===== src/bstp_pkg.sv =====
// constants and types shared by the boundary scan test access port
// assumes every user imports the whole package
`default_nettype none

package bstp_pkg;

  // ==========================================================
  // widths and defaults
  localparam int          IR_WIDTH_DEF  = 4;
  localparam int          CHAIN_LEN_DEF = 8;
  localparam int          ID_WIDTH      = 32;
  localparam int          TMS_ONES_CNT  = 5;
  localparam logic [2:0]  TMS_ONES_MAX  = 3'h4;
  localparam logic [2:0]  TMS_ONES_RST  = 3'h0;

  // ==========================================================
  // instruction codes and capture patterns
  localparam logic [3:0]  OP_EXTEST_DEF = 4'h0;
  localparam logic [3:0]  OP_SAMPLE_DEF = 4'h1;
  localparam logic [3:0]  OP_IDCODE_DEF = 4'h2;
  localparam logic [3:0]  OP_BYPASS_DEF = 4'hF;
  localparam logic [3:0]  IR_CAPTURE    = 4'h1;
  // identification value is arbitrary; bit 0 must stay one
  localparam logic [31:0] IDCODE_DEF    = 32'h0A5A_5001;

  // ==========================================================
  // reset values
  localparam logic        TDO_RST       = 1'b0;
  localparam logic        TDO_OE_RST    = 1'b0;
  localparam logic        BYPASS_RST    = 1'b0;
  localparam logic        EXTEST_RST    = 1'b0;
  localparam logic        TCK_D_RST     = 1'b0;
  localparam logic        TRST_D_RST    = 1'b0;

  // ==========================================================
  // controller states
  typedef enum logic [15:0] {
    ST_TLR      = 16'h0001,
    ST_RTI      = 16'h0002,
    ST_SEL_DR   = 16'h0004,
    ST_CAP_DR   = 16'h0008,
    ST_SHIFT_DR = 16'h0010,
    ST_EXIT1_DR = 16'h0020,
    ST_PAUSE_DR = 16'h0040,
    ST_EXIT2_DR = 16'h0080,
    ST_UPD_DR   = 16'h0100,
    ST_SEL_IR   = 16'h0200,
    ST_CAP_IR   = 16'h0400,
    ST_SHIFT_IR = 16'h0800,
    ST_EXIT1_IR = 16'h1000,
    ST_PAUSE_IR = 16'h2000,
    ST_EXIT2_IR = 16'h4000,
    ST_UPD_IR   = 16'h8000
  } bstp_state_e;

endpackage

`default_nettype wire


===== src/bstp_dr_chain.sv =====
// capture, shift and update stages of one serial test register
// assumes strobes are one-cycle pulses; needs LEN of two or more
`timescale 1ns/1ns
`default_nettype none

module bstp_dr_chain
  import bstp_pkg::*;
#(
  parameter int             LEN     = 2,
  parameter logic [LEN-1:0] RST_VAL = '0
) (
  input  wire logic           sys_clk_i,
  input  wire logic           reset_n_i,
  input  wire logic           clear_i,
  input  wire logic           capture_i,
  input  wire logic           shift_i,
  input  wire logic           update_i,
  input  wire logic           ser_i,
  input  wire logic [LEN-1:0] par_i,
  output logic                ser_o,
  output logic      [LEN-1:0] upd_o
);

  typedef struct packed {
    logic [LEN-1:0] sh;
    logic [LEN-1:0] upd;
  } bstp_chain_s;

  bstp_chain_s st_reg;
  bstp_chain_s st_next;

  always_comb begin
    st_next = st_reg;
    if (capture_i) begin
      st_next.sh = par_i;
    end else if (shift_i) begin
      // new bit enters at the far end, lsb leaves first
      st_next.sh = {ser_i, st_reg.sh[LEN-1:1]};
    end
    if (clear_i) begin
      st_next.upd = RST_VAL;
    end else if (update_i) begin
      st_next.upd = st_reg.sh;
    end
  end

  always_ff @(posedge sys_clk_i) begin
    if (!reset_n_i) begin
      st_reg.sh  <= '0;
      st_reg.upd <= RST_VAL;
    end else begin
      st_reg <= st_next;
    end
  end

  assign ser_o = st_reg.sh[0];
  assign upd_o = st_reg.upd;

endmodule

`default_nettype wire


===== src/bstp_sync.sv =====
// two flip-flop synchroniser for a bus of independent levels
// assumes each bit is a slow level; no bus coherence is given
`timescale 1ns/1ns
`default_nettype none

module bstp_sync
  import bstp_pkg::*;
#(
  parameter int WIDTH = 1
) (
  input  wire logic             sys_clk_i,
  input  wire logic             reset_n_i,
  input  wire logic [WIDTH-1:0] async_i,
  output logic      [WIDTH-1:0] sync_o
);

  typedef struct packed {
    logic [WIDTH-1:0] meta;
    logic [WIDTH-1:0] stab;
  } bstp_sync_s;

  bstp_sync_s st_reg;
  bstp_sync_s st_next;

  always_comb begin
    st_next      = st_reg;
    st_next.meta = async_i;
    st_next.stab = st_reg.meta;
  end

  always_ff @(posedge sys_clk_i) begin
    if (!reset_n_i) begin
      st_reg <= '0;
    end else begin
      st_reg <= st_next;
    end
  end

  assign sync_o = st_reg.stab;

endmodule

`default_nettype wire


===== src/bstp_tap_port.sv =====
// test access port: controller, instruction path and data registers
// assumes test pins are asynchronous to sys_clk_i and test clock is
// far slower than sys_clk_i, so every test clock edge is seen
`timescale 1ns/1ns
`default_nettype none

// Function
// - test reset low forces Test-Logic-Reset at once
// - sample mode select and data on rising edges
// - data output changes only on falling edges
// - output driven only in the two shift states
// - five mode-select ones reach Test-Logic-Reset
// - sixteen-state controller stepped by mode select
// - four-bit instruction register selects operation
// - serial data routed into selected register
// - plain boundary test of DC pins only
// - identification value readable through the port
// - shift instruction in, apply at Update-IR
module bstp_tap_port
  import bstp_pkg::*;
#(
  parameter int                  IR_WIDTH  = IR_WIDTH_DEF,
  parameter int                  CHAIN_LEN = CHAIN_LEN_DEF,
  parameter logic [IR_WIDTH-1:0] OP_EXTEST = OP_EXTEST_DEF,
  parameter logic [IR_WIDTH-1:0] OP_SAMPLE = OP_SAMPLE_DEF,
  parameter logic [IR_WIDTH-1:0] OP_IDCODE = OP_IDCODE_DEF,
  parameter logic [IR_WIDTH-1:0] OP_BYPASS = OP_BYPASS_DEF,
  parameter logic [ID_WIDTH-1:0] ID_VALUE  = IDCODE_DEF
) (
  input  wire logic                 sys_clk_i,
  input  wire logic                 reset_n_i,
  input  wire logic                 tck_i,
  input  wire logic                 tms_i,
  input  wire logic                 tdi_i,
  input  wire logic                 trst_n_i,
  input  wire logic [CHAIN_LEN-1:0] pin_in_i,
  output logic                      tdo_o,
  output logic                      tdo_oe_o,
  output logic      [CHAIN_LEN-1:0] bcell_out_o,
  output logic                      extest_o,
  output bstp_state_e               tap_state_o
);

  // ==========================================================
  // state
  typedef struct packed {
    bstp_state_e state;
    logic        tck_d;
    logic        trst_n_d;
    logic        bypass;
    logic        tdo;
    logic        tdo_oe;
    logic        extest;
    logic [2:0]  tms_ones;
  } bstp_port_s;

  bstp_port_s st_reg;
  bstp_port_s st_next;

  logic                 tck_s;
  logic                 tms_s;
  logic                 tdi_s;
  logic                 trst_n_s;
  logic [CHAIN_LEN-1:0] pin_s;
  logic                 tck_rise;
  logic                 tck_fall;
  logic                 in_tlr;
  logic                 clr_ir;
  logic [IR_WIDTH-1:0]  ir_cur;
  logic                 ir_ser;
  logic                 bnd_ser;
  logic                 id_ser;
  logic                 bnd_sel;
  logic                 id_sel;
  logic                 byp_sel;
  logic                 cap_ir;
  logic                 sh_ir;
  logic                 upd_ir;
  logic                 cap_dr;
  logic                 sh_dr;
  logic                 upd_dr;

  // ==========================================================
  // controller state graph
  function automatic bstp_state_e tap_next(bstp_state_e cur, logic tms);
    bstp_state_e nxt;
    nxt = ST_TLR;
    case (cur)
      ST_TLR:      nxt = tms ? ST_TLR    : ST_RTI;
      ST_RTI:      nxt = tms ? ST_SEL_DR : ST_RTI;
      ST_SEL_DR:   nxt = tms ? ST_SEL_IR : ST_CAP_DR;
      ST_CAP_DR:   nxt = tms ? ST_EXIT1_DR : ST_SHIFT_DR;
      ST_SHIFT_DR: nxt = tms ? ST_EXIT1_DR : ST_SHIFT_DR;
      ST_EXIT1_DR: nxt = tms ? ST_UPD_DR : ST_PAUSE_DR;
      ST_PAUSE_DR: nxt = tms ? ST_EXIT2_DR : ST_PAUSE_DR;
      ST_EXIT2_DR: nxt = tms ? ST_UPD_DR : ST_SHIFT_DR;
      ST_UPD_DR:   nxt = tms ? ST_SEL_DR : ST_RTI;
      ST_SEL_IR:   nxt = tms ? ST_TLR    : ST_CAP_IR;
      ST_CAP_IR:   nxt = tms ? ST_EXIT1_IR : ST_SHIFT_IR;
      ST_SHIFT_IR: nxt = tms ? ST_EXIT1_IR : ST_SHIFT_IR;
      ST_EXIT1_IR: nxt = tms ? ST_UPD_IR : ST_PAUSE_IR;
      ST_PAUSE_IR: nxt = tms ? ST_EXIT2_IR : ST_PAUSE_IR;
      ST_EXIT2_IR: nxt = tms ? ST_UPD_IR : ST_SHIFT_IR;
      ST_UPD_IR:   nxt = tms ? ST_SEL_DR : ST_RTI;
      default:     nxt = ST_TLR;
    endcase
    return nxt;
  endfunction

  // ==========================================================
  // pin synchronisers
  bstp_sync #(
    .WIDTH (4)
  ) u_sync_tap (
    .sys_clk_i (sys_clk_i),
    .reset_n_i (reset_n_i),
    .async_i   ({tck_i, tms_i, tdi_i, trst_n_i}),
    .sync_o    ({tck_s, tms_s, tdi_s, trst_n_s})
  );

  bstp_sync #(
    .WIDTH (CHAIN_LEN)
  ) u_sync_pins (
    .sys_clk_i (sys_clk_i),
    .reset_n_i (reset_n_i),
    .async_i   (pin_in_i),
    .sync_o    (pin_s)
  );

  // ==========================================================
  // test clock edges and register strobes
  // edges count only once the pins have flushed through the synchronisers,
  // else a test clock idling high looks like a rise just after reset
  assign tck_rise = tck_s & ~st_reg.tck_d & st_reg.trst_n_d;
  assign tck_fall = ~tck_s & st_reg.tck_d & st_reg.trst_n_d;
  assign in_tlr   = (st_reg.state == ST_TLR);
  assign clr_ir   = ~trst_n_s | in_tlr;

  // the instruction decode picks which data register sits in the path
  assign bnd_sel  = (ir_cur == OP_EXTEST) || (ir_cur == OP_SAMPLE);
  assign id_sel   = (ir_cur == OP_IDCODE);
  assign byp_sel  = ~bnd_sel & ~id_sel;

  assign cap_ir   = trst_n_s & tck_rise & (st_reg.state == ST_CAP_IR);
  assign sh_ir    = trst_n_s & tck_rise & (st_reg.state == ST_SHIFT_IR);
  assign upd_ir   = trst_n_s & tck_fall & (st_reg.state == ST_UPD_IR);
  assign cap_dr   = trst_n_s & tck_rise & (st_reg.state == ST_CAP_DR);
  assign sh_dr    = trst_n_s & tck_rise & (st_reg.state == ST_SHIFT_DR);
  assign upd_dr   = trst_n_s & tck_fall & (st_reg.state == ST_UPD_DR);

  // ==========================================================
  // instruction, boundary and identification registers
  bstp_dr_chain #(
    .LEN     (IR_WIDTH),
    .RST_VAL (OP_IDCODE)
  ) u_ir (
    .sys_clk_i (sys_clk_i),
    .reset_n_i (reset_n_i),
    .clear_i   (clr_ir),
    .capture_i (cap_ir),
    .shift_i   (sh_ir),
    .update_i  (upd_ir),
    .ser_i     (tdi_s),
    .par_i     (IR_CAPTURE[IR_WIDTH-1:0]),
    .ser_o     (ir_ser),
    .upd_o     (ir_cur)
  );

  // only static levels are captured and driven: DC pins
  bstp_dr_chain #(
    .LEN     (CHAIN_LEN),
    .RST_VAL ('0)
  ) u_boundary_cell_chain (
    .sys_clk_i (sys_clk_i),
    .reset_n_i (reset_n_i),
    .clear_i   (~trst_n_s),
    .capture_i (cap_dr & bnd_sel),
    .shift_i   (sh_dr & bnd_sel),
    .update_i  (upd_dr & bnd_sel),
    .ser_i     (tdi_s),
    .par_i     (pin_s),
    .ser_o     (bnd_ser),
    .upd_o     (bcell_out_o)
  );

  bstp_dr_chain #(
    .LEN     (ID_WIDTH),
    .RST_VAL ('0)
  ) u_ident (
    .sys_clk_i (sys_clk_i),
    .reset_n_i (reset_n_i),
    .clear_i   (1'b0),
    .capture_i (cap_dr & id_sel),
    .shift_i   (sh_dr & id_sel),
    .update_i  (1'b0),
    .ser_i     (tdi_s),
    .par_i     (ID_VALUE),
    .ser_o     (id_ser),
    .upd_o     ()
  );

  // ==========================================================
  // controller, bypass bit and serial output
  always_comb begin
    st_next        = st_reg;
    st_next.tck_d  = tck_s;
    st_next.trst_n_d = trst_n_s;
    st_next.extest = (ir_cur == OP_EXTEST);
    if (!trst_n_s) begin
      st_next.state    = ST_TLR;
      st_next.tdo_oe   = 1'b0;
      st_next.tms_ones = TMS_ONES_RST;
    end else begin
      if (tck_rise) begin
        st_next.state = tap_next(st_reg.state, tms_s);
        if (!tms_s) begin
          st_next.tms_ones = TMS_ONES_RST;
        end else if (st_reg.tms_ones != TMS_ONES_MAX) begin
          st_next.tms_ones = 3'(st_reg.tms_ones + 3'h1);
        end
      end
      if (cap_dr) begin
        st_next.bypass = 1'b0;
      end else if (sh_dr && byp_sel) begin
        st_next.bypass = tdi_s;
      end
      if (tck_fall) begin
        // enable follows the state on the falling edge, as data does
        st_next.tdo_oe = (st_reg.state == ST_SHIFT_DR) ||
                         (st_reg.state == ST_SHIFT_IR);
        if (st_reg.state == ST_SHIFT_IR) begin
          st_next.tdo = ir_ser;
        end else if (st_reg.state == ST_SHIFT_DR) begin
          st_next.tdo = bnd_sel ? bnd_ser : (id_sel ? id_ser : st_reg.bypass);
        end
      end
    end
  end

  always_ff @(posedge sys_clk_i) begin
    if (!reset_n_i) begin
      st_reg.state    <= ST_TLR;
      st_reg.tck_d    <= TCK_D_RST;
      st_reg.trst_n_d <= TRST_D_RST;
      st_reg.bypass   <= BYPASS_RST;
      st_reg.tdo      <= TDO_RST;
      st_reg.tdo_oe   <= TDO_OE_RST;
      st_reg.extest   <= EXTEST_RST;
      st_reg.tms_ones <= TMS_ONES_RST;
    end else begin
      st_reg <= st_next;
    end
  end

  assign tdo_o       = st_reg.tdo;
  assign tdo_oe_o    = st_reg.tdo_oe;
  assign extest_o    = st_reg.extest;
  assign tap_state_o = st_reg.state;
endmodule

`default_nettype wire


===== config.mk =====
export PLATFORM = sky130hd
export DESIGN_NAME = bstp_tap_port
export DESIGN_NICKNAME = d
export VERILOG_FILES = /design/src/bstp_pkg.sv /design/src/bstp_dr_chain.sv /design/src/bstp_sync.sv /design/src/bstp_tap_port.sv
export SDC_FILE = /design/constraint.sdc
export NUM_CORES = 1
export LEC_CHECK = 0
export ABC_AREA = 0
export BUFFER_PORTS_ARGS = -buffer_cell sky130_fd_sc_hd__buf_2
export CAP_MARGIN = 5
export CORE_UTILIZATION = 40
export CTS_CLUSTER_DIAMETER = 40
export DETAILED_ROUTE_END_ITERATION = 10
export MAX_ROUTING_LAYER = met4
export PLACE_DENSITY_LB_ADDON = 0.08
export SLEW_MARGIN = 20
export SYNTH_ARGS = -nofsm -noshare
export SYNTH_HDL_FRONTEND = slang
export SYNTH_HIERARCHICAL = 1
export SYNTH_SLANG_ARGS = --single-unit

===== constraint.sdc =====
create_clock -name sys_clk_i -period 3 [get_ports sys_clk_i]
set_clock_uncertainty 0.2 [all_clocks]
set_input_delay 0 -clock sys_clk_i [delete_from_list [all_inputs] [get_ports sys_clk_i]]
set_output_delay 0 -clock sys_clk_i [all_outputs]
set_load 0.01 [all_outputs]

==> results.txt <==
Initial Utilization: 41.8%
Crit start category: register
Post-Synthesis Cells: 493
Area delta synth->final: 14.3%
RSZ-0062 raised after global routing: no
Met1 WL: 4750 µm
Skew-Pair Late Insertion Delay: 0.36 ns
Reg power frac: 52.2%
Metal3 WL: 352 µm
Layout cell share with drive strength beyond 1: 26.1%
Height of the die: 115 µm
Crit path arrival time: 2.82 ns
Antenna violations before repair: 0
TritonRoute pass-1 iters: 4
Starting DRT DRC Count: 267
Met2 wire length: 4530 µm
CTS tree: yes
Min-Delay Path Class: primary input to register
Hold_ws: 0.176 ns
Clk slew on worst S/H paths: 0.08 ns
Crit Path Max Fanout: 32
Drt wl/cell: 13.5 µm
Largest net degree at the start of global routing: 65
Via Count: 3,540
CTS Buf Count: 9
CP Class: register to register
Status: finished, final reports clean
Minimum clock period: 2.76 ns
CTS Buffer Depth: 2
LEAKAGE: 2.79 nW
Die X: 115 µm
CTS H-tree lvls: 3
Finished Layout Cells: 724
Psw: 0.625 mW
# diodes: 0
Max Used Layer: met4
Period utilization: 92.1%
# rows: 40
Vias in the first global route: 3,328
Synth Cell Area: 5120 µm²
Final ANT Viol Nets: 0
Dpl cells: 692
Final hold vios: 0
Port bufs: 40
First-pass GRT wire length: 16,200 µm
Max Cap Violations: 0
Combinational power share: 2.5%
F_max: 0.362 GHz
CTS hold repair buffers: 16
Synth warnings: 6
RD Place Congestion: 0.884
Final setup violation count: 0
Post-DP HPWL: 6350 µm
Pwr Density: 449 nW/µm²
Drt total wl: 9780 µm
Clk sinks: 102
# Post-CTS Setup Buffers: 0
Worst slew pin tran: 0.586 ns
Slew HR: 61.0%
Worst Path Required: 3.05 ns
VDD IR max: 429 µV
Int Power: 2.01 mW
Via-to-Cell Ratio: 4.89
Clock Power Share: 45.2%
Switching Fraction: 23.8%
Die area: 13,300 µm²
Crit. End Element: register
# resized after CTS: 0
I/O pins: 41
Syn_area_per_cell: 10.4 µm²
DRC viols: 0
Grt total ovfl: 0
Nets: 565
Gr usage total: 16.2%
Root Driver: clkbuf_16
Max reg flops: 31
Post-route setup TNS: 0 ns
Max Slew Vio Count: 0
Core Area: 12,300 µm²
[worst max-delay path: stages, from the launching register on]
cell	delay (ns)
dfxtp_1	0.42
nor4b_1	0.53
nand4_1	0.20
or2_2	0.34
nor2_4	0.14
buf_12	0.25
mux2_2	0.36
o211a_1	0.20
[cell type report]
cell class                 count  area, µm²
clock buffer                   9        225
clock inverter                 7       85.1
fill                        1162       6400
inverter                       3       11.3
multi-input combinational    360       2760
sequential                   102       2040
tap                          168        210
timing repair buffer          75        528
[worst paths after layout]
kind,to,start,cells past startpoint,slack (ns)
worst max-delay path,u_ident/st_reg[59],tap_state_o[5],7,0.24
worst min-delay path,u_sync_pins/st_next[1],pin_in_i[1],3,0.18
worst max register to register,u_ident/st_reg[59],tap_state_o[5],7,0.24
worst min register to register,u_sync_tap/sync_o[2],u_sync_tap/st_next[2],1,0.24
[through the flow]
stage                     setup WS, ns  utilization [%]  total power [mW]  cell area, µm²
after floorplan                  0.226                -              1.44            5250
after global routing             0.131             47.8              2.74            5860
final                            0.236             47.8              2.63            5860
after CTS                        0.256             47.8              2.68            5860
after detailed placement         0.282             43.9              1.46            5390
after global placement           0.369             43.9              1.46            5390
[per-layer routing]
layer  global-route usage, %  vias up
li1                        -     1806
met1                    20.2     1658
met2                    25.3       61
met3                    4.69       15
met4                    5.11        0
met5                       -        -
[placed cells by master (no fill, tap or decap), drive strengths merged, types with 3 or more instances in the layout]
cell type / instances
nor4: 12
buf: 59
a21oi: 11
nor2: 33
mux2i: 13
nand2b: 38
o21ai: 6
nand4: 4
dfxtp: 102
o211a: 44
mux2: 44
or3: 3
inv: 7
or4b: 5
clkbuf: 9
or4: 7
and2: 27
a22oi: 7
nor4b: 6
or2b: 8
dlygate4sd3: 16
nand2: 14
xnor2: 4
conb: 36
nor3: 11
nand3: 3
[power groups by stage]
stage | sequential [mW] | combinational (mW) | clock, mW
finish | 1.37 | 0.0666 | 1.19
global route | 1.38 | 0.0750 | 1.29
CTS | 1.37 | 0.0674 | 1.24
detailed placement | 1.41 | 0.0517 | 0
global placement | 1.41 | 0.0510 | 0
floorplan | 1.40 | 0.0353 | 0
No activity file was read; power rests on OpenSTA's default activity.
